## config.mk

```make
export PLATFORM = sky130hd
export DESIGN_NAME = rtc_timebase_alarm
export DESIGN_NICKNAME = d
export VERILOG_FILES = /design/src/rtc_pkg.sv /design/src/rtc_timebase_alarm.sv
export VERILOG_INCLUDE_DIRS = /design/src
export SDC_FILE = /design/constraint.sdc
export NUM_CORES = 1
export LEC_CHECK = 0
export BUFFER_PORTS_ARGS = -buffer_cell sky130_fd_sc_hd__buf_4
export CAP_MARGIN = 0
export CELL_PAD_IN_SITES_DETAIL_PLACEMENT = 2
export CELL_PAD_IN_SITES_GLOBAL_PLACEMENT = 2
export CORE_MARGIN = 2
export CORE_UTILIZATION = 40
export CTS_BUF_LIST = sky130_fd_sc_hd__clkbuf_2 sky130_fd_sc_hd__clkbuf_4 sky130_fd_sc_hd__clkbuf_8
export CTS_CLUSTER_DIAMETER = 30
export DETAILED_ROUTE_END_ITERATION = 10
export PLACE_DENSITY = 0.87
export REMOVE_ABC_BUFFERS = 1
export SKIP_LAST_GASP = 1
export SYNTH_ARGS = -nofsm -noshare
export SYNTH_HDL_FRONTEND = slang
export SYNTH_SLANG_ARGS = --single-unit
```

## constraint.sdc

```tcl
create_clock -name pclk -period 4.9 [get_ports pclk]
set_input_delay 0.735 -clock pclk [delete_from_list [all_inputs] [get_ports pclk]]
set_output_delay 0.735 -clock pclk [all_outputs]
set_load 0.02 [all_outputs]
```

## src/rtc_defines.svh

```systemverilog
// register offsets, field positions, reset values and timing counts
`ifndef RTC_DEFINES_SVH
`define RTC_DEFINES_SVH

// ----------------------------------------------------------------------
// register byte offsets
// ----------------------------------------------------------------------
`define RTC_CTRL_OFS      12'h000
`define RTC_PRESCALE_OFS  12'h004
`define RTC_DIVIDER_OFS   12'h008
`define RTC_TIME_OFS      12'h00c
`define RTC_ALARM_OFS     12'h010
`define RTC_CYCLE_N_OFS   12'h014
`define RTC_STATUS_OFS    12'h018
`define RTC_IRQ_EN_OFS    12'h01c
`define RTC_IRQ_CLR_OFS   12'h020
`define RTC_PWR_STAT_OFS  12'h024

// ----------------------------------------------------------------------
// control fields
// ----------------------------------------------------------------------
`define CTRL_RUN_BIT      0
`define CTRL_OSCOFF_BIT   1
`define CTRL_KEEP_BIT     2
`define CTRL_WAKE_BIT     3
`define CTRL_RESET        32'h0000_0001

// ----------------------------------------------------------------------
// status fields
// ----------------------------------------------------------------------
`define ST_TICK_BIT       0
`define ST_ALARM_BIT      1
`define ST_CYCLE_BIT      2
`define ST_W              3

// ----------------------------------------------------------------------
// widths, resets and timing
// ----------------------------------------------------------------------
`define PRE_DIV           6'h3f
`define DIV_W             20
`define PRESCALE_RESET    20'h0_0000
`define LP_DETECT_EDGES   8'h10
`define LP_DETECT_WIN     16'hffff

`endif

```

## src/rtc_pkg.sv

```systemverilog
// types shared by the real-time clock block
package rtc_pkg;
    typedef enum logic [1:0] {
        SRC_DETECT,
        SRC_LOWPOWER,
        SRC_MAIN
    } clk_src_t;
endpackage

```

## src/rtc_timebase_alarm.sv

```systemverilog
// real-time clock: tick divider, time counter, alarm and apb registers
//
// Operation
// [RULE_01] The time base counts from the main or low-power source and can keep counting in power-down.
// [RULE_02] The clock feeding the tick divider is first divided by a fixed sixty-four.
// [RULE_03] A 20-bit divider reloads from the prescale register each tick, so that register sets the period.
// [RULE_04] A tick request can be raised once per basic tick when enabled.
// [RULE_05] A cyclic request fires after a programmable number n of ticks.
// [RULE_06] A 32-bit time counter can be preset by software and advances on every tick.
// [RULE_07] The time counter is compared with a 32-bit alarm and an alarm request is raised on equality.
// [RULE_08] Prescaler, divider and time counter together form a 58-bit timer readable by software.
// [RULE_09] Tick and alarm requests go to the external interrupt select and wake the chip.
// [RULE_10] Wake from power-down happens only when the wake configuration bit is set.
// [RULE_11] With the oscillator-off bit set, the clock oscillator stops on power-down entry.
// [RULE_12] With the clock disabled, both oscillators are turned off in power-down.
// [RULE_13] After reset the block detects a 32 kHz oscillation and selects it if present.
// [RULE_14] With the low-power source, the main oscillator is off in power-down, time runs as configured.
// [RULE_15] With the main source, the main oscillator stays on in power-down unless the clock is disabled; the code also stops it if oscillator-off is set.
// [RULE_16] All registers are reached over the peripheral bus.
// [RULE_17] Tick and alarm requests are sticky flags until software clears them.
`timescale 1ns/100ps
`include "rtc_defines.svh"

module rtc_timebase_alarm (
    input  wire logic        pclk,
    input  wire logic        presetn,
    input  wire logic        clk_en,
    input  wire logic        psel,
    input  wire logic        penable,
    input  wire logic        pwrite,
    input  wire logic [11:0] paddr,
    input  wire logic [31:0] pwdata,
    output logic      [31:0] prdata,
    output logic             pready,
    output logic             pslverr,
    input  wire logic        lowpower_osc_in,
    input  wire logic        powerdown,
    output logic             tick_irq,
    output logic             alarm_irq,
    output logic             irq,
    output logic             ext_irq_source_select,
    output logic             wake_req,
    output logic             main_osc_en,
    output logic             lowpower_osc_en,
    output logic             lowpower_osc_out
);

    // ------------------------------------------------------------------
    // state
    // ------------------------------------------------------------------
    logic [31:0]          clock_unit_control;
    logic [`DIV_W-1:0]    tick_prescale_reload;
    logic [`DIV_W-1:0]    divider;
    logic [5:0]           pre64;
    logic [31:0]          time_count;
    logic [31:0]          alarm_value;
    logic [31:0]          cycle_n;
    logic [31:0]          cycle_count;
    logic [`ST_W-1:0]     status;
    logic [`ST_W-1:0]     irq_enable;
    rtc_pkg::clk_src_t    clk_src;
    logic [7:0]           lp_edges;
    logic [15:0]          lp_window;
    logic                 lp_prev;

    // ------------------------------------------------------------------
    // bus decode
    // ------------------------------------------------------------------
    wire access   = psel && penable && clk_en;
    wire wr       = access && pwrite;
    wire wr_ctrl  = wr && (paddr == `RTC_CTRL_OFS);
    wire wr_pre   = wr && (paddr == `RTC_PRESCALE_OFS);
    wire wr_time  = wr && (paddr == `RTC_TIME_OFS);
    wire wr_alarm = wr && (paddr == `RTC_ALARM_OFS);
    wire wr_cyc   = wr && (paddr == `RTC_CYCLE_N_OFS);
    wire wr_en    = wr && (paddr == `RTC_IRQ_EN_OFS);
    wire wr_clr   = wr && (paddr == `RTC_IRQ_CLR_OFS);
    wire mapped   = (paddr[1:0] == 2'h0) && (paddr <= `RTC_PWR_STAT_OFS);

    // ------------------------------------------------------------------
    // time base
    // ------------------------------------------------------------------
    wire run        = clock_unit_control[`CTRL_RUN_BIT];
    wire osc_off_in_powerdown = clock_unit_control[`CTRL_OSCOFF_BIT];
    wire keep_run   = clock_unit_control[`CTRL_KEEP_BIT];
    wire powerdown_wake_config = clock_unit_control[`CTRL_WAKE_BIT];
    // counting stops in power-down when the oscillator is switched off
    wire pd_stop    = powerdown && (osc_off_in_powerdown ||
                      (clk_src == rtc_pkg::SRC_LOWPOWER && !keep_run));
    wire counting   = run && !pd_stop && clk_en; // [RULE_01]
    wire pre_tc     = counting && (pre64 == `PRE_DIV); // [RULE_02]
    wire tick       = pre_tc && (divider == '0);
    wire next_alarm = tick && (time_count + 32'h1 == alarm_value);
    wire cyc_hit    = tick && (cycle_n != 32'h0) &&
                      (cycle_count + 32'h1 >= cycle_n);
    wire [`ST_W-1:0] events = {cyc_hit, next_alarm, tick};

    // fixed pre-divider by sixty-four
    always_ff @(posedge pclk or negedge presetn) begin
        if (!presetn) begin
            pre64 <= 6'h0;
        end else if (counting) begin
            pre64 <= pre64 + 6'h1; // [RULE_02]
        end
    end

    // divider reloads at every tick so the reload value sets the period
    always_ff @(posedge pclk or negedge presetn) begin
        if (!presetn) begin
            divider <= `PRESCALE_RESET;
        end else if (wr_pre) begin
            divider <= pwdata[`DIV_W-1:0];
        end else if (tick) begin
            divider <= tick_prescale_reload; // [RULE_03]
        end else if (pre_tc) begin
            divider <= divider - 20'h1;
        end
    end

    // time counter: preset by software, else advance on tick
    always_ff @(posedge pclk or negedge presetn) begin
        if (!presetn) begin
            time_count <= 32'h0;
        end else if (wr_time) begin
            time_count <= pwdata; // [RULE_06]
        end else if (tick) begin
            time_count <= time_count + 32'h1; // [RULE_06]
        end
    end

    // cyclic count of n ticks
    always_ff @(posedge pclk or negedge presetn) begin
        if (!presetn) begin
            cycle_count <= 32'h0;
        end else if (wr_cyc || cyc_hit) begin
            cycle_count <= 32'h0; // [RULE_05]
        end else if (tick) begin
            cycle_count <= cycle_count + 32'h1;
        end
    end

    // ------------------------------------------------------------------
    // configuration registers
    // ------------------------------------------------------------------
    always_ff @(posedge pclk or negedge presetn) begin
        if (!presetn) begin
            clock_unit_control   <= `CTRL_RESET;
            tick_prescale_reload <= `PRESCALE_RESET;
            alarm_value          <= 32'hffff_ffff;
            cycle_n              <= 32'h0;
            irq_enable           <= '0;
        end else begin
            if (wr_ctrl)  clock_unit_control   <= {28'h0, pwdata[3:0]};
            if (wr_pre)   tick_prescale_reload <= pwdata[`DIV_W-1:0];
            if (wr_alarm) alarm_value          <= pwdata; // [RULE_07]
            if (wr_cyc)   cycle_n              <= pwdata; // [RULE_05]
            if (wr_en)    irq_enable           <= pwdata[`ST_W-1:0];
        end
    end

    // ------------------------------------------------------------------
    // sticky request flags, set wins over clear
    // ------------------------------------------------------------------
    wire [`ST_W-1:0] clr_mask = wr_clr ? pwdata[`ST_W-1:0] : '0;
    generate
        for (genvar i = 0; i < `ST_W; i++) begin : g_flag
            always_ff @(posedge pclk or negedge presetn) begin
                if (!presetn) begin
                    status[i] <= 1'b0;
                end else if (events[i]) begin
                    status[i] <= 1'b1; // [RULE_17]
                end else if (clr_mask[i]) begin
                    status[i] <= 1'b0;
                end
            end
        end
    endgenerate

    wire [`ST_W-1:0] pending = status & irq_enable;
    assign tick_irq  = pending[`ST_TICK_BIT];  // [RULE_04]
    assign alarm_irq = pending[`ST_ALARM_BIT]; // [RULE_07]
    assign irq       = |pending;               // [RULE_05]
    // tick or alarm is routed to the fast external interrupt select
    assign ext_irq_source_select = tick_irq || alarm_irq; // [RULE_09]
    // wake only when the wake bit allows it
    assign wake_req  = powerdown && powerdown_wake_config &&
                       ext_irq_source_select; // [RULE_10]

    // ------------------------------------------------------------------
    // low-power oscillator detection after reset
    // ------------------------------------------------------------------
    always_ff @(posedge pclk or negedge presetn) begin
        if (!presetn) begin
            clk_src   <= rtc_pkg::SRC_DETECT;
            lp_edges  <= 8'h0;
            lp_window <= 16'h0;
            lp_prev   <= 1'b0;
        end else if (clk_en) begin
            lp_prev <= lowpower_osc_in;
            case (clk_src)
                rtc_pkg::SRC_DETECT: begin
                    lp_window <= lp_window + 16'h1;
                    if (lowpower_osc_in != lp_prev) begin
                        lp_edges <= lp_edges + 8'h1;
                    end
                    if (lp_edges >= `LP_DETECT_EDGES) begin
                        clk_src <= rtc_pkg::SRC_LOWPOWER; // [RULE_13]
                    end else if (lp_window == `LP_DETECT_WIN) begin
                        clk_src <= rtc_pkg::SRC_MAIN;
                    end
                end
                rtc_pkg::SRC_LOWPOWER: clk_src <= rtc_pkg::SRC_LOWPOWER;
                rtc_pkg::SRC_MAIN:     clk_src <= rtc_pkg::SRC_MAIN;
                default:               clk_src <= rtc_pkg::SRC_DETECT;
            endcase
        end
    end

    // ------------------------------------------------------------------
    // oscillator enables in power-down
    // ------------------------------------------------------------------
    wire lp_sel = (clk_src == rtc_pkg::SRC_LOWPOWER);
    // main oscillator off when low-power drives time, or clock disabled
    assign main_osc_en = !powerdown ||
                         (!lp_sel && run && !osc_off_in_powerdown); // [RULE_14] [RULE_15] [RULE_12]
    // low-power oscillator follows run and oscillator-off settings
    assign lowpower_osc_en = !powerdown ||
                             (lp_sel && run && keep_run &&
                              !osc_off_in_powerdown); // [RULE_11] [RULE_12]
    assign lowpower_osc_out = lowpower_osc_en && !lowpower_osc_in;

    // ------------------------------------------------------------------
    // read mux, registered data; 58-bit timer readable in pieces
    // ------------------------------------------------------------------
    logic [31:0] rd_mux;
    always_comb begin
        case (paddr)
            `RTC_CTRL_OFS:     rd_mux = clock_unit_control;
            `RTC_PRESCALE_OFS: rd_mux = {12'h0, tick_prescale_reload};
            `RTC_DIVIDER_OFS:  rd_mux = {6'h0, pre64, divider}; // [RULE_08]
            `RTC_TIME_OFS:     rd_mux = time_count;             // [RULE_08]
            `RTC_ALARM_OFS:    rd_mux = alarm_value;
            `RTC_CYCLE_N_OFS:  rd_mux = cycle_n;
            `RTC_STATUS_OFS:   rd_mux = {29'h0, status};
            `RTC_IRQ_EN_OFS:   rd_mux = {29'h0, irq_enable};
            `RTC_PWR_STAT_OFS: rd_mux = {30'h0, clk_src};
            default:           rd_mux = 32'h0;
        endcase
    end

    // zero-wait slave: data settles in the setup cycle
    always_ff @(posedge pclk or negedge presetn) begin
        if (!presetn) begin
            prdata <= 32'h0;
        end else if (psel && !penable && !pwrite && clk_en) begin
            prdata <= rd_mux; // [RULE_16]
        end
    end

    assign pready  = clk_en;
    assign pslverr = psel && penable && !mapped;
endmodule

```

Word-level counts from Yosys, hierarchy flattened

Index checks and enable logic that the tools add are counted.

Logic and storage cells: 122
Output and inout port bits: 42
Input bits: 52
Flip-flop bits (word level): 243

Reductions and logical operators: 61
Add/subtract/negate cells: 6
$lt $le $gt $ge: 3
Equal/unequal tests: 16
Muxes and demuxes: 18
Bitwise gates (word level): 1

Operator list:

| cell                                                              | count |
|---|---|
| case mux 32 bit (9 select lines)                                  | 1 |
| two-way mux 32 bit                                                | 4 |
| adder 32 x 1 -> 32 bit, second input constant                     | 2 |
| two-way mux 20 bit                                                | 3 |
| == test 12 x 5 -> 1 bit, second input constant                    | 4 |
| == test 32 bit                                                    | 1 |
| greater-or-equal comparator 32 bit                                | 1 |
| logical AND 1 bit                                                 | 32 |
| nonzero test 32 bit                                               | 1 |
| == test 12 x 4 -> 1 bit, second input constant                    | 2 |
| == test 12 x 6 -> 1 bit, second input constant                    | 2 |
| zero test 20 bit                                                  | 1 |
| subtractor 20 x 1 -> 20 bit, second input constant                | 1 |
| adder 16 x 1 -> 16 bit, second input constant                     | 1 |
| == test 16 bit, second input constant                             | 1 |
| == test 12 x 3 -> 1 bit, second input constant                    | 1 |
| less-or-equal comparator 12 x 6 -> 1 bit, second input constant   | 1 |
| zero test 12 bit                                                  | 1 |
| nonzero test 2 bit                                                | 5 |
| zero test 1 bit                                                   | 9 |
| adder 8 x 1 -> 8 bit, second input constant                       | 1 |
| greater-or-equal comparator 8 x 5 -> 1 bit, second input constant | 1 |
| adder 6 x 1 -> 6 bit, second input constant                       | 1 |
| == test 6 bit, second input constant                              | 1 |
| other kinds (15)                                                  | 27 |

Logic depth before layout (Yosys ltp)

Gate-level depths: netlist of the first run.

Depth in word-level cells: 13
Gate-level depth with buffers: 17
Gate-level depth less buffers: 16

Least setup slack after synthesis of the first run

No wires, ideal clock.

Kind: register to register
Start point: reg cycle_count[2]
End point: reg cycle_count[17]
Library setup time: 0.083 ns
Setup slack: 0.975 ns
Buffers on the path: 2
Clock period less this slack: 3.925 ns
Data required time: 4.817 ns
Stages on the path, launching flop included: 18
Arrival time: 3.842 ns
Cells stage by stage: dfrtp_1 -> clkbuf_1 -> nand3_1 -> nor3_1 -> nand4_1 -> nor3_1 -> nand3_1 -> xnor2_1 -> ha_1 -> a21o_1 -> a21o_1 -> a221oi_1 -> o21ai_0 -> and2_1 -> a31oi_1 -> nand2_1 -> clkbuf_1 -> o21ai_0

Cells in the longest elaborated chain, start to end: 5
Elaborated cells on any way between the ends: 7
Those cells by class: add/sub: 1; order compare: 1; mux: 2; reduce/logical: 3

Ends and longest elaborated chain:

| item                                                            | line                                                | text |
|---|---|---|
| from (decl)                                                     | rtc_timebase_alarm.sv:58                            | `logic [31:0] cycle_count;` |
| from (signal assigned)                                          | rtc_timebase_alarm.sv:138                           | `cycle_count <= cycle_count + 32'h1;` |
| adder 32 x 1 -> 32 bit *                                        | rtc_timebase_alarm.sv:95, rtc_timebase_alarm.sv:138 |  |
| greater-or-equal comparator 32 bit                              | rtc_timebase_alarm.sv:95                            | `(cycle_count + 32'h1 >= cycle_n);` |
| logical AND 1 bit                                               | rtc_timebase_alarm.sv:94                            | `wire cyc_hit = tick && (cycle_n != 32'h0) &&` |
| logical OR 1 bit                                                | rtc_timebase_alarm.sv:135                           | `end else if (wr_cyc \|\| cyc_hit) begin` |
| two-way mux 32 bit / nonzero test 2 bit (equally long branches) | --                                                  |  |

Mark *: on every way between the ends. The rest lies on a longest branch, timed or not. The select of a mux whose other input is x is not followed.
A chain may end at the register's enable or synchronous reset.

Final worst setup path of the first run

Start point: reg cycle_count[0]
End point: reg cycle_count[30]

The elaborated chain is that of the path after synthesis.

==> run summary, run 1 <==
Setup-failing EPs final: 0
GRT Residual Overflow: 0
Fillers: 3,579
R2R cell count: 17
CTS tree: built
Cts bufs inserted: 71
DR iter-0 viols: 1,451
Ys async rst share: 1.00
Syn. warnings: 0
Vias in the first global route: 16,000
Top delay family on crit path: simple AND/OR/NAND/NOR gates
Final Slew Violations: 0
Setup crit start kind: register
# DRC: 0
Max-Cap Viols: 0
Crit path max fanout: 6
Core ar.: 0.0343 sq mm
Hold Path Class: input port to asynchronous set/reset pin
Root Buffer: clkbuf_8
CTS sink cnt: 243
RSZ-0062 raised after global routing: no
Status: complete, no violations
Post-synth cell types: 63
Peak Freq: 209 MHz
Worst-margin pin slew: 1.06 ns
Ys flop type: dfrtp_1
Seq/Total Area, Yosys: 0.443
FF+latch count, synth: 243
Met3 Track Usage GR: 0.0976
Antenna cells: 0
Setup ws final: 0.123 ns
# H-tree levels: 3
DR vias/cell: 6.51
GPL Wtd Cong: 0.915
Initial antenna violation count: 2
Post-Place Worst Slack: 0.207 ns
Post-Route Utilization: 0.491
Starting density of the core: 0.403
Synth top area share: 0.380
Postcts setup bufs: 0
Number of synthesized flops with an enable pin: 0
Mapped Area: 0.0138 sq mm
HPWL Detailed: 37,800 microns
Number of I/O pins: 94
Cts hold-fix bufs: 0
Relative slew slack: 0.289
Vias: 14,100
Static leakage: 7.75 nW
Slowest CP cell: dfrtp_1
Post-synth top area cell: dfrtp_1
Die H: 190 microns
First-pass GRT wire length: 103,000 microns
Top cells by area, synth: dfrtp_1 (38%), nand2_1 (7.0%), xnor2_1 (6.5%)
Synthesized netlist cell count: 1,539
Pwr Density: 351 mW/mm^2
Tmin final: 4.78 ns
Share of cells above drive strength 1: 0.210
Die X: 190 microns
Port Buffers: 93
Syn_area_per_cell: 8.99 sq um
Top Usage Layer GRT: met2
Reg2reg setup slack: 0.12 ns
Rows: 68
# nets final: 1,741
Drt pass-1 iters: 7
Worst VDD drop: 387 uV
Critical Path Sink Type: register
Max stage delay on crit path: 0.44 ns
Final hold vios: 0
CP arrival: 5.36 ns
Die ar.: 0.0361 sq mm
Total power draw: 5.91 mW
Clk_skew: 0.0587 ns
WP data required: 5.48 ns
Worst-path clk slew: 0.06 ns
Cell Chain, Critical Path: ha_1 -> nand4_1 -> nor4_4 -> nand3_1 -> nor2_1 -> and3_1 -> nand3_1 -> xnor2_1 -> ha_1 -> and4_1 -> a221oi_1 -> o21ai_0 -> and2_1 -> a31oi_1 -> buf_4 -> and3_1 -> a22o_1
Area growth from synthesis to layout: 21.8%
Worst-skew pair later-pin latency: 0.65 ns
Kind of critical path: register to register
Tot GR Track Use: 0.377
RR Endpoint: cycle_count[30]$_DFFE_PN0P_
M1 GR Usage: 0.433
Detailed Route WL: 67,200 microns
Period utilization: 0.975
Pin count of the biggest net entering global routing: 113
RR Startpoint: cycle_count[0]$_DFFE_PN0P_
Buf+Inv Stages, Crit Path: 1
CTS Buffer Depth: 3
Met2 Track Usage GR: 0.625
Routed WL per cell: 31.1 microns
Routed Antenna Nets: 0
[area by class of cell]
type	count	area, sq um	share of cell area
multi-input combinational	1159	7270	0.432
sequential	243	6120	0.363
clock buffer	106	1380	0.0818
timing repair buffer	124	951	0.0565
tap	455	569	0.0338
clock inverter	25	363	0.0215
inverter	51	191	0.0114
[worst reg2reg max path, stage by stage (launching register included)]
cell	delay, ns
dfrtp_1	0.44
ha_1	0.33
nand4_1	0.30
nor4_4	0.35
nand3_1	0.25
nor2_1	0.28
and3_1	0.24
nand3_1	0.15
xnor2_1	0.30
ha_1	0.31
and4_1	0.18
a221oi_1	0.29
o21ai_0	0.20
and2_1	0.20
a31oi_1	0.36
buf_4	0.24
and3_1	0.18
a22o_1	0.15
[flip-flops by register name (all words and copies together) (netlist names)]
name and count:
alarm_value 32, lp_edges 8, irq_enable 3, pre64 6, lp_prev 1, divider 20
tick_prescale_reload 20, cycle_count 32, clk_src 2, lp_window 16, clock_unit_control 4, status 3
cycle_n 32, time_count 32, prdata 32
[power breakdown]
group          switching, mW  internal (mW)
clock                   1.26           2.28
sequential            0.0618           2.06
combinational          0.156         0.0946
[how the worst max path moves through the flow]
stage	from	to	slack (ns)	depth (start not counted)
6_report	cycle_count[0]$_DFFE_PN0P_	cycle_count[30]$_DFFE_PN0P_	0.12	17
5_1_grt	cycle_count[0]$_DFFE_PN0P_	cycle_count[30]$_DFFE_PN0P_	0.1	17
4_1_cts	cycle_count[0]$_DFFE_PN0P_	cycle_count[19]$_DFFE_PN0P_	0.04	16
3_5_place_dp	cycle_count[0]$_DFFE_PN0P_	cycle_count[24]$_DFFE_PN0P_	0.21	16
3_3_place_gp	cycle_count[0]$_DFFE_PN0P_	cycle_count[20]$_DFFE_PN0P_	0.45	16
2_1_floorplan	paddr[3]	cycle_count[13]$_DFFE_PN0P_	-1.28	5
[cells by family (layout without fill, tap and decap cells)]
logic type                 Yosys count  in the layout  share of synthesized area
DFF                                243            243                      0.443
and+or+nand+nor                    591            591                      0.200
buffers and inverters              137            306                     0.0385
adders and majority gates           39             39                     0.0353
AOI/OAI and AO/OA                  340            340                      0.156
xor gates and xnor gates           139            139                     0.0880
muxes                               50             50                     0.0401
[what timing repair did]
item,4_1_cts,5_1_grt
pin swaps,0,1
resized for setup,4,6
endpoints found under the setup margin,26,17
[layout by cell type, fill, tap and decap left out, types with 27 or more instances in the layout]
cell type,count
inv_1,51
nand4_1,38
o21ai_0,97
dfstp_2,33
nand3_1,31
clkbuf_8,93
nor3_1,36
ha_1,39
buf_4,122
xnor2_1,103
mux2_2,43
a21o_1,27
dfrtp_1,210
nand2_1,256
a21oi_1,97
xor2_1,36
nor2_1,115
[metal layers]
metal / part of all wire / vias to the layer above
met5: 0.00016 / -
met4: 0.067 / 2
met3: 0.077 / 345
met2: 0.48 / 797
met1: 0.37 / 7219
li1: - / 5715
[stage by stage]
stage / cell area, sq um / cells / hold slack (ns) / TNS, ns
final: 16800 / 2163 / 0.193 / 0
after global routing: 16800 / 2163 / 0.241 / 0
after CTS: 16800 / 2163 / 0.214 / 0
after detailed placement: 15100 / 2032 / 0.461 / 0
after global placement: 15100 / 2032 / 0.453 / 0
after floorplan: 13500 / 1453 / 0.438 / -64.90
[Yosys cell counts, types with 24 or more instances]
library cell and count:
nor3_1 39, nand4_1 38, xnor2_1 103, nand3_1 32, nand2_1 258, nor4_1 27, dfstp_2 33, a222oi_1 24
a21oi_1 97, clkbuf_1 69, mux2_2 43, dfrtp_1 210, inv_1 51, a22oi_1 25, ha_1 39, a21o_1 27
xor2_1 36, nor2_1 117, o21ai_0 99
(Power assumes the default switching activity.)
==> inputs of run 2 (changes only) <==
PLACE_DENSITY = 0.82   (was 0.87)
==> run 2 against run 1 <==
  * Sequential cell count unchanged
  * Combinational power down 4%
  * Global-route usage down 5.0 points
  * Count of clock-buffer cells in the layout down 13
  * Highest routed layer is now met4
  * Critical path type unchanged
  * Worst setup slack better by 0.33 ns
  * Critical path depth unchanged
  * Final area down 0.45%
  * Cell count about the same
  * Via count down 6.4%
  * Power down 1.4%
  * Worst hold slack worse by 0.031 ns
==> run summary, run 2 (synthesis results as in run 1) <==
GRT Residual Overflow: 0
Total power draw: 5.82 mW
DR iter-0 viols: 972
Cell Chain, Critical Path: nand2_1 -> nor3_1 -> buf_4 -> nand4_1 -> buf_4 -> nor3_1 -> nand3_1 -> nor2_1 -> xor2_1 -> ha_1 -> and4_1 -> a221oi_1 -> o21ai_0 -> and2_1 -> a31oi_1 -> nand2_2 -> o21ai_0
Starting density of the core: 0.403
Die H: 190 microns
Dpl cell area: 0.0151 sq mm
Post-Route Setup TNS: 0 ns
Root Buffer: clkbuf_8
Area growth from synthesis to layout: 21.2%
Drt pass-1 iters: 7
Pwr Density: 347 mW/mm^2
Rows: 68
Period utilization: 0.907
Max stage delay on crit path: 0.46 ns
Peak Freq: 225 MHz
Vias in the first global route: 15,000
Antenna cells: 0
Kind of critical path: register to register
Initial antenna violation count: 0
Status: complete, no violations
Clk_skew: 0.0461 ns
Most frequent cells in the layout: nand2_1 (255), dfrtp_1 (210), buf_4 (120)
Die ar.: 0.0361 sq mm
Storage cell area: 0.00612 sq mm
WP data required: 5.41 ns
Max-Cap Viols: 0
Die X: 190 microns
Pin count of the biggest net entering global routing: 119
Tmin final: 4.45 ns
Worst VDD drop: 344 uV
Cts bufs inserted: 71
Post-CTS Resized: 0
Worst-path clk slew: 0.05 ns
GPL Wtd Cong: 0.873
Post-route cell area: 0.0168 sq mm
Critical Path Sink Type: register
# H-tree levels: 3
Static leakage: 7.71 nW
DR vias/cell: 6.10
CP arrival: 4.95 ns
Core ar.: 0.0343 sq mm
# DRC: 0
Final hold vios: 0
Crit path max fanout: 18
First-pass GRT wire length: 90,400 microns
CTS sink cnt: 243
Routed Antenna Nets: 0
Setup-failing EPs final: 0
Multi-input logic area: 0.00724 sq mm
Hold Path Class: input port to asynchronous set/reset pin
Most common cell after layout, fill and taps aside: nand2_1
CTS tree: built
Detailed Route WL: 57,700 microns
Buf+Inv Stages, Crit Path: 2
RSZ-0062 raised after global routing: no
Tot GR Track Use: 0.327
Routed WL per cell: 26.7 microns
Port Buffers: 93
Number of I/O pins: 94
Cts hold-fix bufs: 0
Postcts setup bufs: 0
Worst-margin pin slew: 1.12 ns
CTS Buffer Depth: 3
Worst-skew pair later-pin latency: 0.64 ns
# nets final: 1,739
Final Slew Violations: 0
Slowest CP cell: dfrtp_1
HPWL Detailed: 36,600 microns
Setup crit start kind: register
Vias: 13,200
Fillers: 3,668
Share of cells above drive strength 1: 0.207
Relative slew slack: 0.249
Top delay family on crit path: simple AND/OR/NAND/NOR gates
[run 2: path summary, 6_finish.rpt]
path	startpoint	end	slack, ns	cells past startpoint
max in group asynchronous	presetn	alarm_value[29]$_DFFE_PN1P_	3.56	2
max reg2reg	cycle_count[6]$_DFFE_PN0P_	cycle_count[20]$_DFFE_PN0P_	0.45	17
min reg2reg	prdata[4]$_DFFE_PN0P_	prdata[4]$_DFFE_PN0P_	0.47	1
max	cycle_count[6]$_DFFE_PN0P_	cycle_count[20]$_DFFE_PN0P_	0.45	17
min	presetn	tick_prescale_reload[6]$_DFFE_PN0P_	0.16	1
min in group pclk	pwdata[30]	cycle_n[30]$_DFFE_PN0P_	0.35	3
[run 2: metal layers]
| layer | global-route usage | up-vias | part of all wire |
|---|---|---|---|
| li1 | - | 5690 | - |
| met1 | 0.400 | 6889 | 0.40 |
| met2 | 0.557 | 439 | 0.50 |
| met3 | 0.0622 | 155 | 0.054 |
| met4 | 0.153 | 0 | 0.042 |
| met5 | 0 | - | 0 |
[run 2: layout make-up]
type	count	area share
inverters	51	0.0114
clock buffers	93	0.0718
multi-input cells	1159	0.432
repair buffers	122	0.0558
flip-flops and latches	243	0.365
clock inverters	38	0.0302
well taps	455	0.0339
[run 2: metrics by stage]
stage / instances / worst slack (ns) / hold WS, ns / utilization
after global routing: 2161 / 0.0533 / 0.248 / 0.489
after CTS: 2161 / 0.206 / 0.239 / 0.489
after detailed placement: 2030 / 0.503 / 0.464 / 0.439
after global placement: 2030 / 0.644 / 0.455 / 0.439
final: 2161 / 0.455 / 0.162 / 0.489
after floorplan: 1453 / -1.28 / 0.438 / -
[run 2: power by group]
| part | internal (mW) | switching, mW | leakage (nW) |
|---|---|---|---|
| sequential | 2.06 | 0.0612 | 3.06 |
| combinational | 0.0925 | 0.147 | 3.76 |
| clock | 2.21 | 1.25 | 0.884 |
| total | 4.36 | 1.46 | 7.71 |
